### config.mk
export PLATFORM = sky130hd
export DESIGN_NAME = bpw_regs
export DESIGN_NICKNAME = d
export VERILOG_FILES = /design/src/bpw_pkg.sv /design/src/bpw_win_if.sv /design/src/bpw_window_cmp.sv /design/src/bpw_regs.sv
export SDC_FILE = /design/constraint.sdc
export NUM_CORES = 1
export LEC_CHECK = 0
export BUFFER_PORTS_ARGS = -buffer_cell sky130_fd_sc_hd__buf_2
export CORE_MARGIN = 1
export CORE_UTILIZATION = 30
export CTS_CLUSTER_DIAMETER = 40
export DETAILED_ROUTE_END_ITERATION = 8
export GPL_TIMING_DRIVEN = 0
export REMOVE_ABC_BUFFERS = 1
export SLEW_MARGIN = 40
export SYNTH_ARGS = -nofsm -noshare
export SYNTH_HDL_FRONTEND = slang
export SYNTH_SLANG_ARGS = --single-unit
### constraint.sdc
create_clock -name ref_clk -period 5.4 [get_ports ref_clk]
set_input_delay 1.08 -clock ref_clk [delete_from_list [all_inputs] [get_ports ref_clk]]
set_output_delay 1.08 -clock ref_clk [all_outputs]
set_load 0.02 [all_outputs]
### src/bpw_pkg.sv
// Constants shared by the prefetch and I/O window register block
//
// Overview of operation
// - Limit bits 15:4 give address bits 31:20
// - Limit top address low 20 bits read ones
// - Limit bits 3:0 read-only, register resets 0001h
// - Offset 28h holds base upper 32, reset zero
// - Offset 2Ch holds limit upper 32, reset zero
// - Limit upper word forms address bits 63:32
// - Prefetch window decides memory forwarding
// - Offset 30h holds I/O base upper 16
// - I/O base low bits taken as zeros
// - I/O window decides I/O forwarding downstream
// - Base bits 15:4 give address bits 31:20
//
`default_nettype none
package bpw_pkg;

   // ************************************************************
   // Configuration offsets (bytes)
   // ************************************************************
   localparam logic [7:0] OFF_PREF_BASE      = 8'h24;
   localparam logic [7:0] OFF_PREF_LIMIT     = 8'h26;
   localparam logic [7:0] OFF_PREF_BASE_HIGH = 8'h28;
   localparam logic [7:0] OFF_PREF_LIM_HIGH  = 8'h2C;
   localparam logic [7:0] OFF_IO_BASE_HIGH   = 8'h30;

   // Dword indexes derived from the byte offsets
   localparam logic [5:0] DW_PREF_PAIR  = OFF_PREF_BASE[7:2];
   localparam logic [5:0] DW_BASE_HIGH  = OFF_PREF_BASE_HIGH[7:2];
   localparam logic [5:0] DW_LIM_HIGH   = OFF_PREF_LIM_HIGH[7:2];
   localparam logic [5:0] DW_IO_HIGH    = OFF_IO_BASE_HIGH[7:2];

   // ************************************************************
   // Field layout and reset values
   // ************************************************************
   localparam int         FIELD_W       = 12;
   localparam int         FIELD_LSB     = 4;
   localparam int         LIMIT_LANE    = 16;
   localparam int         LOW_W         = 20;
   localparam int         IO_HIGH_W     = 16;
   localparam logic [3:0] WIDE_IND      = 4'h1;
   localparam logic [FIELD_W-1:0] FIELD_RST = 12'h000;
   localparam logic [31:0]        WORD_RST  = 32'h0000_0000;
   localparam logic [IO_HIGH_W-1:0] IO_HIGH_RST = 16'h0000;
   localparam logic [LOW_W-1:0]   LOW_ONES  = 20'hFFFFF;
   localparam logic [LOW_W-1:0]   LOW_ZEROS = 20'h00000;
   localparam logic [15:0]        IO_LOW_ZEROS = 16'h0000;
   localparam logic [31:0]        READ_ZERO = 32'h0000_0000;

   typedef logic [31:0] bpw_word_t;

endpackage
`default_nettype wire

### src/bpw_win_if.sv
// Window bounds passed from the register bank to the address comparator
`timescale 1ns/100ps
`default_nettype none
interface bpw_win_if;
   logic [63:0] prefBase;    // Full prefetch window bottom
   logic [63:0] prefLimit;   // Full prefetch window top
   logic [31:0] io_window_bottom_field;      // I/O window bottom
   logic [31:0] ioLimit;     // I/O window top

   modport regs (output prefBase, output prefLimit, output io_window_bottom_field, output ioLimit);
   modport cmp  (input prefBase, input prefLimit, input io_window_bottom_field, input ioLimit);
endinterface
`default_nettype wire

### src/bpw_window_cmp.sv
// Address comparator deciding which transactions fall in a window
`timescale 1ns/100ps
`default_nettype none
module bpw_window_cmp (
   input  wire logic        ref_clk,      // Core clock
   input  wire logic        rst,          // Synchronous reset, high
   bpw_win_if.cmp           win,          // Window bounds
   input  wire logic        txnValid,     // Transaction offered
   input  wire logic        txnIsIo,      // 1 = I/O, 0 = memory
   input  wire logic [63:0] txnAddr,      // Transaction address
   output logic             fwdPrefetch,  // Memory hit in window
   output logic             fwdIo         // I/O hit in window
);
   logic fwdPrefetch_r;
   logic fwdPrefetch_nxt;
   logic fwdIo_r;
   logic fwdIo_nxt;

   // Inclusive range checks; an inverted window never hits
   always_comb begin
      fwdPrefetch_nxt = txnValid && !txnIsIo
                        && (txnAddr >= win.prefBase)
                        && (txnAddr <= win.prefLimit);
      fwdIo_nxt       = txnValid && txnIsIo
                        && (txnAddr[63:32] == 32'h0000_0000)
                        && (txnAddr[31:0] >= win.io_window_bottom_field)
                        && (txnAddr[31:0] <= win.ioLimit);
   end

   // Registered decision, one cycle after the offer
   always_ff @(posedge ref_clk) begin
      if (rst) begin
         fwdPrefetch_r <= 1'b0;
         fwdIo_r       <= 1'b0;
      end else begin
         fwdPrefetch_r <= fwdPrefetch_nxt;
         fwdIo_r       <= fwdIo_nxt;
      end
   end

   assign fwdPrefetch = fwdPrefetch_r;
   assign fwdIo       = fwdIo_r;
endmodule
`default_nettype wire

### src/bpw_regs.sv
// Prefetch and I/O window configuration registers with forwarding decode
`timescale 1ns/100ps
`default_nettype none
module bpw_regs (
   input  wire logic        ref_clk,        // Core clock, 40 MHz
   input  wire logic        rst,            // Synchronous reset, high
   // Configuration access port
   input  wire logic        cfgWrEn,        // Write strobe, one cycle
   input  wire logic        cfgRdEn,        // Read strobe, one cycle
   input  wire logic [7:0]  cfgAddr,        // Byte offset, dword aligned
   input  wire logic [3:0]  cfgByteEn,      // Byte lane enables
   input  wire logic [31:0] cfgWrData,      // Write data
   output logic      [31:0] cfgRdData,      // Read data, registered
   output logic             cfgRdValid,     // Read data valid pulse
   // Transaction decode
   input  wire logic        txnValid,       // Transaction offered
   input  wire logic        txnIsIo,        // 1 = I/O, 0 = memory
   input  wire logic [63:0] txnAddr,        // Transaction address
   input  wire logic [31:0] ioLimitAddr,    // I/O window top, from outside
   output logic             fwdPrefetch,    // Forward as prefetchable
   output logic             fwdIo,          // Forward I/O downstream
   output logic      [63:0] prefBaseAddr,   // Full prefetch bottom
   output logic      [63:0] prefLimitAddr   // Full prefetch top
);

   // ************************************************************
   // State
   // ************************************************************
   logic [bpw_pkg::FIELD_W-1:0]   prefBottomField_r;
   logic [bpw_pkg::FIELD_W-1:0]   prefBottomField_nxt;
   logic [bpw_pkg::FIELD_W-1:0]   prefTopField_r;
   logic [bpw_pkg::FIELD_W-1:0]   prefTopField_nxt;
   bpw_pkg::bpw_word_t            prefBaseHigh_r;
   bpw_pkg::bpw_word_t            prefBaseHigh_nxt;
   bpw_pkg::bpw_word_t            prefLimitHigh_r;
   bpw_pkg::bpw_word_t            prefLimitHigh_nxt;
   logic [bpw_pkg::IO_HIGH_W-1:0] ioWindowBottomField_r;
   logic [bpw_pkg::IO_HIGH_W-1:0] ioWindowBottomField_nxt;
   bpw_pkg::bpw_word_t            rdData_r;
   bpw_pkg::bpw_word_t            rdData_nxt;
   logic                          rdValid_r;
   logic                          rdValid_nxt;

   logic [5:0]                    dwIndex;
   logic [15:0]                   prefBottomReg;
   logic [15:0]                   prefTopReg;
   bpw_pkg::bpw_word_t            pairWord;
   bpw_pkg::bpw_word_t            mergedWord;
   bpw_pkg::bpw_word_t            currentWord;

   bpw_win_if win ();

   // Byte-lane merge; disabled lanes keep the stored byte
   function automatic bpw_pkg::bpw_word_t laneMerge(
      input bpw_pkg::bpw_word_t oldWord,
      input bpw_pkg::bpw_word_t newWord,
      input logic [3:0]         laneEn
   );
      bpw_pkg::bpw_word_t res;
      res = oldWord;
      for (int i = 0; i < 4; i++) begin
         if (laneEn[i]) begin
            res[i*8 +: 8] = newWord[i*8 +: 8];
         end
      end
      return res;
   endfunction

   // ************************************************************
   // Register images as software sees them
   // ************************************************************

   // Low nibble is the fixed wide address indicator
   assign prefBottomReg = {prefBottomField_r, bpw_pkg::WIDE_IND};
   assign prefTopReg    = {prefTopField_r, bpw_pkg::WIDE_IND};
   assign pairWord      = {prefTopReg, prefBottomReg};
   assign dwIndex       = cfgAddr[7:2];

   // Image of the addressed dword, zero when unmapped
   always_comb begin
      case (dwIndex)
         bpw_pkg::DW_PREF_PAIR: begin
            currentWord = pairWord;
         end
         bpw_pkg::DW_BASE_HIGH: begin
            currentWord = prefBaseHigh_r;
         end
         bpw_pkg::DW_LIM_HIGH: begin
            currentWord = prefLimitHigh_r;
         end
         bpw_pkg::DW_IO_HIGH: begin
            // Upper half (I/O limit upper) lives outside this block
            currentWord = {bpw_pkg::IO_LOW_ZEROS, ioWindowBottomField_r};
         end
         default: begin
            currentWord = bpw_pkg::READ_ZERO;
         end
      endcase
   end

   // Write data merged into the addressed image
   assign mergedWord = laneMerge(currentWord, cfgWrData, cfgByteEn);

   // ************************************************************
   // Configuration writes
   // ************************************************************

   // Next values; only the writable fields are stored at all
   always_comb begin
      prefBottomField_nxt     = prefBottomField_r;
      prefTopField_nxt        = prefTopField_r;
      prefBaseHigh_nxt        = prefBaseHigh_r;
      prefLimitHigh_nxt       = prefLimitHigh_r;
      ioWindowBottomField_nxt = ioWindowBottomField_r;
      if (cfgWrEn) begin
         case (dwIndex)
            bpw_pkg::DW_PREF_PAIR: begin
               // Indicator nibbles are dropped, so they cannot change
               prefBottomField_nxt =
                  mergedWord[bpw_pkg::FIELD_LSB +: bpw_pkg::FIELD_W];
               prefTopField_nxt    =
                  mergedWord[bpw_pkg::LIMIT_LANE + bpw_pkg::FIELD_LSB +:
                             bpw_pkg::FIELD_W];
            end
            bpw_pkg::DW_BASE_HIGH: begin
               prefBaseHigh_nxt = mergedWord;
            end
            bpw_pkg::DW_LIM_HIGH: begin
               prefLimitHigh_nxt = mergedWord;
            end
            bpw_pkg::DW_IO_HIGH: begin
               ioWindowBottomField_nxt = mergedWord[bpw_pkg::IO_HIGH_W-1:0];
            end
            default: begin
               // Unmapped writes are dropped silently
               prefBaseHigh_nxt = prefBaseHigh_r;
            end
         endcase
      end
   end

   // Register the stored fields; defaults make the limit read 0001h
   always_ff @(posedge ref_clk) begin
      if (rst) begin
         prefBottomField_r     <= bpw_pkg::FIELD_RST;
         prefTopField_r        <= bpw_pkg::FIELD_RST;
         prefBaseHigh_r        <= bpw_pkg::WORD_RST;
         prefLimitHigh_r       <= bpw_pkg::WORD_RST;
         ioWindowBottomField_r <= bpw_pkg::IO_HIGH_RST;
      end else begin
         prefBottomField_r     <= prefBottomField_nxt;
         prefTopField_r        <= prefTopField_nxt;
         prefBaseHigh_r        <= prefBaseHigh_nxt;
         prefLimitHigh_r       <= prefLimitHigh_nxt;
         ioWindowBottomField_r <= ioWindowBottomField_nxt;
      end
   end

   // ************************************************************
   // Configuration reads
   // ************************************************************

   // Read returns the value before a same-cycle write lands
   always_comb begin
      rdValid_nxt = cfgRdEn;
      rdData_nxt  = rdData_r;
      if (cfgRdEn) begin
         rdData_nxt = currentWord;
      end
   end

   // Data holds until the next read; valid is a single pulse
   always_ff @(posedge ref_clk) begin
      if (rst) begin
         rdData_r  <= bpw_pkg::READ_ZERO;
         rdValid_r <= 1'b0;
      end else begin
         rdData_r  <= rdData_nxt;
         rdValid_r <= rdValid_nxt;
      end
   end

   // Read port straight from the flip-flops
   assign cfgRdData  = rdData_r;
   assign cfgRdValid = rdValid_r;

   // ************************************************************
   // Full window bounds
   // ************************************************************

   // Base fills low bits with zeros, limit with ones
   assign win.prefBase  = {prefBaseHigh_r, prefBottomField_r,
                           bpw_pkg::LOW_ZEROS};
   assign win.prefLimit = {prefLimitHigh_r, prefTopField_r,
                           bpw_pkg::LOW_ONES};
   // Only the upper half is held here; the rest reads as zeros
   assign win.io_window_bottom_field    = {ioWindowBottomField_r, bpw_pkg::IO_LOW_ZEROS};
   assign win.ioLimit   = ioLimitAddr;

   // Prefetch bounds also leave the block for the other bridge decoders
   assign prefBaseAddr  = win.prefBase;
   assign prefLimitAddr = win.prefLimit;

   // ************************************************************
   // Forwarding decision
   // ************************************************************

   // Comparator registers its result, one cycle of latency
   bpw_window_cmp u_cmp (
      .ref_clk     (ref_clk),
      .rst         (rst),
      .win         (win.cmp),
      .txnValid    (txnValid),
      .txnIsIo     (txnIsIo),
      .txnAddr     (txnAddr),
      .fwdPrefetch (fwdPrefetch),
      .fwdIo       (fwdIo)
   );

endmodule
`default_nettype wire

# ---- Yosys cells after proc, flatten, opt, wreduce, memory -nomap -nowiden
# Index checks and enable logic that the tools add are counted.
dict set report op_classes {
  addsub 0
  mul 0
  n_div 0
  n_lt_le_gt_ge 4
  eq_ne 4
  shifts 0
  muxes 5
  n_bitwise 0
  n_reduce_logical 13
}
# operator count
set ops {}
lappend ops {{32-bit case mux with 4 select lines} 1}
lappend ops {{64-bit greater-or-equal comparator} 1}
lappend ops {{64-bit <= comparator} 1}
lappend ops {{32-bit greater-or-equal comparator} 1}
lappend ops {{32-bit <= comparator} 1}
lappend ops {{32-bit logical NOT} 1}
lappend ops {{8-bit 2-to-1 mux} 4}
lappend ops {{6-bit by 4-bit == test with 1-bit output, second input constant} 4}
lappend ops {{2-bit AND reduction} 4}
lappend ops {{1-bit logical AND} 7}
lappend ops {{1-bit logical NOT} 1}
dict set report totals {
  regBits 139
  latch_bits 0
  ram_bits 0
  romBits 0
  inputBits 146
  out_inout_bits 163
  wordCells 35
  mem_count 0
}

# ---- Logic depth before layout (Yosys ltp)
dict set report logic_depth {
  depth_word 4
  mapped_depth 9
}

# ---- Cells and area by module
# A second synthesis with hierarchy kept.
dict set report hier_totals {
  cells_unflattened 1428
  hier_area_um2 11669.9
}
# mod instances cells_per_inst area_per_inst_um2 seq_area_each_um2
set by_module_without_submodules {}
lappend by_module_without_submodules {bpw_regs 1 742 6707.7 2742.6}
lappend by_module_without_submodules {bpw_window_cmp 1 686 4962.3 40.0}

# ---- Least setup slack after synthesis
# Ideal clock, no wire load.
dict set report synth_timing {
  path_kind {input to register}
  start {input txnIsIo}
  end {register u_cmp.fwdPrefetch_r, in the netlist u_cmp.fwdPrefetch}
  setup_time_ps 66
  t_arrival_ps 2706
  required_ps 5334
  setup_slack_ps 2628
  stages 6
  cell_sequence {or3b_1 -> a211oi_2 -> o21ai_1 -> or4_4 -> a2111oi_4 -> a2bb2oi_2}
}
dict set report synth_via {
  elab_chain_cells 4
}
# element line_no
set synth_lines {}
lappend synth_lines {{start: declaration} bpw_regs.sv:17} ;# input wire logic txnIsIo,
lappend synth_lines {{1-bit logical NOT} bpw_window_cmp.sv:21} ;# fwdPrefetch_nxt = txnValid && !txnIsIo
lappend synth_lines {{1-bit logical AND} bpw_window_cmp.sv:21}
lappend synth_lines {{1-bit logical AND} bpw_window_cmp.sv:22} ;# && (txnAddr >= win.prefBase)
lappend synth_lines {{1-bit logical AND} bpw_window_cmp.sv:23} ;# && (txnAddr <= win.prefLimit);
lappend synth_lines {{end signal: assignment} bpw_window_cmp.sv:36} ;# fwdPrefetch_r <= fwdPrefetch_nxt;
lappend synth_lines {{end: declaration} bpw_window_cmp.sv:14} ;# logic fwdPrefetch_r;
# No other way between the ends.
# A chain may end at the register's enable or synchronous reset.

# ---- Worst setup path in the final report
dict set report layout_timing {
  start {input cfgAddr[7]}
  end {register prefBaseHigh_r[8]}
}
dict set report layout_via {
  elab_chain_cells 3
  elab_cells_between_ends 7
}
# element line_no
set layout_lines {}
lappend layout_lines {{start: declaration} bpw_regs.sv:10} ;# input wire logic [7:0] cfgAddr,
lappend layout_lines {{6-bit by 4-bit == test with 1-bit output, on equally long branches} {bpw_regs.sv:81, bpw_regs.sv:116}}
lappend layout_lines {{32-bit case mux with 4 select lines} bpw_regs.sv:81} ;# case (dwIndex)
lappend layout_lines {{8-bit 2-to-1 mux} bpw_regs.sv:62} ;# if (laneEn[i]) begin
lappend layout_lines {{end signal: assignment} bpw_regs.sv:147} ;# prefBaseHigh_r <= bpw_pkg::WORD_RST;
lappend layout_lines {{end signal: assignment} bpw_regs.sv:153} ;# prefBaseHigh_r <= prefBaseHigh_nxt;
lappend layout_lines {{end: declaration} bpw_regs.sv:33} ;# bpw_pkg::bpw_word_t prefBaseHigh_r;
# Several ways; a longest one is shown, not always the timed one.

==> results.ini <==
[outcome]
outcome=complete, no violations

[timing]
worst_slew_pin_slew_ns=0.776
finalCriticalPeriod_ns=3.80
rsz0062_at_grt=false
finalSetupViolCount=0
fin_crit_sh=0.704
timing.slew.headroom=0.482
fin_ws_ns=1.60
hold_violations=0
timing.fmax_mhz=263
finalSetupTns_ns=0
skew_ns=0.00913
drv_slew=0

[synthesis]
ys_seq_area_frac=0.287
ys_ff_latch=139
async_reset_ff_frac=0
synth.distinct_cells=58
syn_area_mm2=0.00969
yosysMostFrequentCell=inv_1
syn_inst=1213
synthTopCellsByArea=dfxtp_1 (29%), ha_1 (18%), inv_1 (6.0%)
yosysTopAreaCell=dfxtp_1
synth_warnings=0
postSynthAreaPerCell_um2=7.99
synth_top_area_share=0.287
synth_edf_count=0
synth-main-ff-cell=dfxtp_1
synth_common_cells=inv_1 (154), dfxtp_1 (139), ha_1 (136)

[power_and_ir_drop]
internal_power_mw=1.96
p_seq_frac=0.386
p_leak_nw=5.06
sw_frac_of_total=0.273
switching_power_uw=737
p_total_mw=2.70
clkPwrFrac=0.467
combPwrFrac=0.146
peakVddDrop_uv=195
p_per_area_mw_per_mm2=228

[worst_setup_path]
r2r_slack_ns=2.98
worst-path-max-fanout=46
critical_path_class=in2reg
cp.required_ns=5.75
start_kind=input pin
r2r_start=prefTopField_r[0]$_SDFFE_PP0P_
cp_slowest_cell=or4b_2
worst_setup_path_end_kind=flop
worstPathCellList=buf_2 -> or4b_2 -> nor3_4 -> and2_4 -> nand2b_1 -> o21ai_1
reg2reg_to=u_cmp.fwdPrefetch$_SDFF_PP0_
path_delay_family=simple AND/OR/NAND/NOR gates
reg2reg_depth=8
cp_slowest_stage_delay_ns=1.00
path_buf_inv=1
arrival_ns=4.16

[floorplan]
die_x_um=182
fp.dieH_um=182
start_util=0.306
rows=65
die_area_mm2=0.0330
core_mm2=0.0316
pin_count=309

[hold_path]
hold_end=ioWindowBottomField_r[1]$_SDFFE_PP0P_
holdCritStartpoint=ioWindowBottomField_r[1]$_SDFFE_PP0P_
holdPathStages=2
hp-class=reg2reg

[final_layout]
area_delta_synth_final_pct=22.4
nFillCells=3318
nets=1722
drive_above_1_share=0.224
final_cells=1858
multi_input_area_mm2=0.00594
regArea_mm2=0.00278

[clock_network]
path_clk_slew_ns=0.06
ctsHoldBuffers=0
cts_num_sinks=139
cts-resized-gates=0
root_buffer=clkbuf_16
cts_made_buffers=17
clockBufferDepth=2
cts_setup_buffers=0
htreeDepth=4
cts_tree=yes
clk_latency_ns=0.43

[route]
wl_um=34100
wire_per_inst_um=18.3
first_iter_violations=578
antenna_left=0
viasPerCell=5.05
drt_pass1_iterations=5
drc=0
vias=9389

[job]
maxCapViolations=0

[place]
dpl.hpwl_um=27100
gp_congestion=0.858
place_worst_setup_slack_ns=1.19
numPortBuffers=266
place_inst=1823

[grt]
grt_pass1_wl_um=53200
grt_max_degree=80
grt-ovfl-total=0
antenna_found_initial=4
grt_pass1_vias=9332
track_usage=0.209

[power by group through the flow]
stage / registers [mW] / clock network [mW] / logic, mW
2_1_floorplan: 1.08 / 0 / 0.191
3_3_place_gp: 1.07 / 0 / 0.383
3_5_place_dp: 1.07 / 0 / 0.394
4_1_cts: 1.04 / 1.28 / 0.396
5_1_grt: 1.04 / 1.32 / 0.442
6_report: 1.04 / 1.26 / 0.395
[tightest hold or removal path, stage by stage (launching register included)]
cell and delay (ns):
dfxtp_1 0.32, nand2_1 0.06, a21oi_1 0.05
[stage by stage]
step | instance area, um2 | hold WS (ns) | utilization
after floorplan | 9280 | 0.443 | -
after global placement | 11100 | 0.465 | 0.351
after detailed placement | 11200 | 0.467 | 0.355
after CTS | 11900 | 0.475 | 0.375
after global routing | 11900 | 0.500 | 0.375
final | 11900 | 0.478 | 0.375
[routing by layer]
| metal | up-vias | part of all wire | global-route usage |
|---|---|---|---|
| met5 | - | 0.00035 | 0 |
| met4 | 2 | 0.018 | 0.0569 |
| met3 | 32 | 0.072 | 0.0485 |
| met2 | 316 | 0.46 | 0.349 |
| met1 | 4366 | 0.45 | 0.269 |
| li1 | 4673 | - | - |
[state kept, by name (all words and copies together), names as in the netlist]
register               flops
prefBaseHigh_r            32
cfgRdData                 32
u_cmp.fwdPrefetch          1
prefTopField_r            12
u_cmp.fwdIo                1
prefBottomField_r         12
ioWindowBottomField_r     16
prefLimitHigh_r           32
cfgRdValid                 1
[final cells by class]
type                            instances  area share
Antenna cell                            3    0.000633
Clock buffer                           23      0.0411
Clock inverter                          9      0.0115
Inverter                              155      0.0491
Multi-Input combinational cell        856       0.501
Sequential cell                       139       0.235
Tap cell                              402      0.0424
Timing Repair Buffer                  271       0.119
[worst max path at each step]
stage          startpoint                              end  slack [ns]  depth (start not counted)
2_1_floorplan  cfgAddr[7]   prefBaseHigh_r[4]$_SDFFE_PP0P_        1.24                          5
3_3_place_gp   cfgAddr[7]   prefBaseHigh_r[4]$_SDFFE_PP0P_       -0.89                          6
3_5_place_dp   cfgAddr[7]   prefBaseHigh_r[4]$_SDFFE_PP0P_        1.19                          6
6_report       cfgAddr[7]   prefBaseHigh_r[8]$_SDFFE_PP0P_        1.60                          6
4_1_cts        cfgAddr[7]  prefBaseHigh_r[14]$_SDFFE_PP0P_        1.66                          6
5_1_grt        cfgAddr[7]  prefBaseHigh_r[11]$_SDFFE_PP0P_        1.48                          6
[layout by cell type, fill, tap and decap left out, types with 14 or more instances in the layout]
cell type	n
a211oi_1	62
a21o_1	20
a21oi_1	78
a221oi_1	15
a22oi_1	15
buf_2	263
clkbuf_16	17
conb_1	40
dfxtp_1	139
ha_1	136
inv_1	154
mux2i_1	32
nand2_1	79
nand2b_1	16
nand3_1	16
nand4_1	31
nor2_1	107
nor3_1	16
nor4_1	14
o21ai_0	15
o21ai_1	50
or3_1	24
[cell families (layout without fill, tap and decap cells)]
kind of cell | Yosys count | after routing | share of synthesized area
simple gates | 345 | 345 | 0.177
mux | 44 | 44 | 0.0470
buf+inv | 256 | 458 | 0.117
compound gates | 291 | 291 | 0.195
other cells | 2 | 43 | 0.000775
fa+ha+maj | 136 | 136 | 0.176
flops | 139 | 139 | 0.287
(Power assumes the default switching activity.)
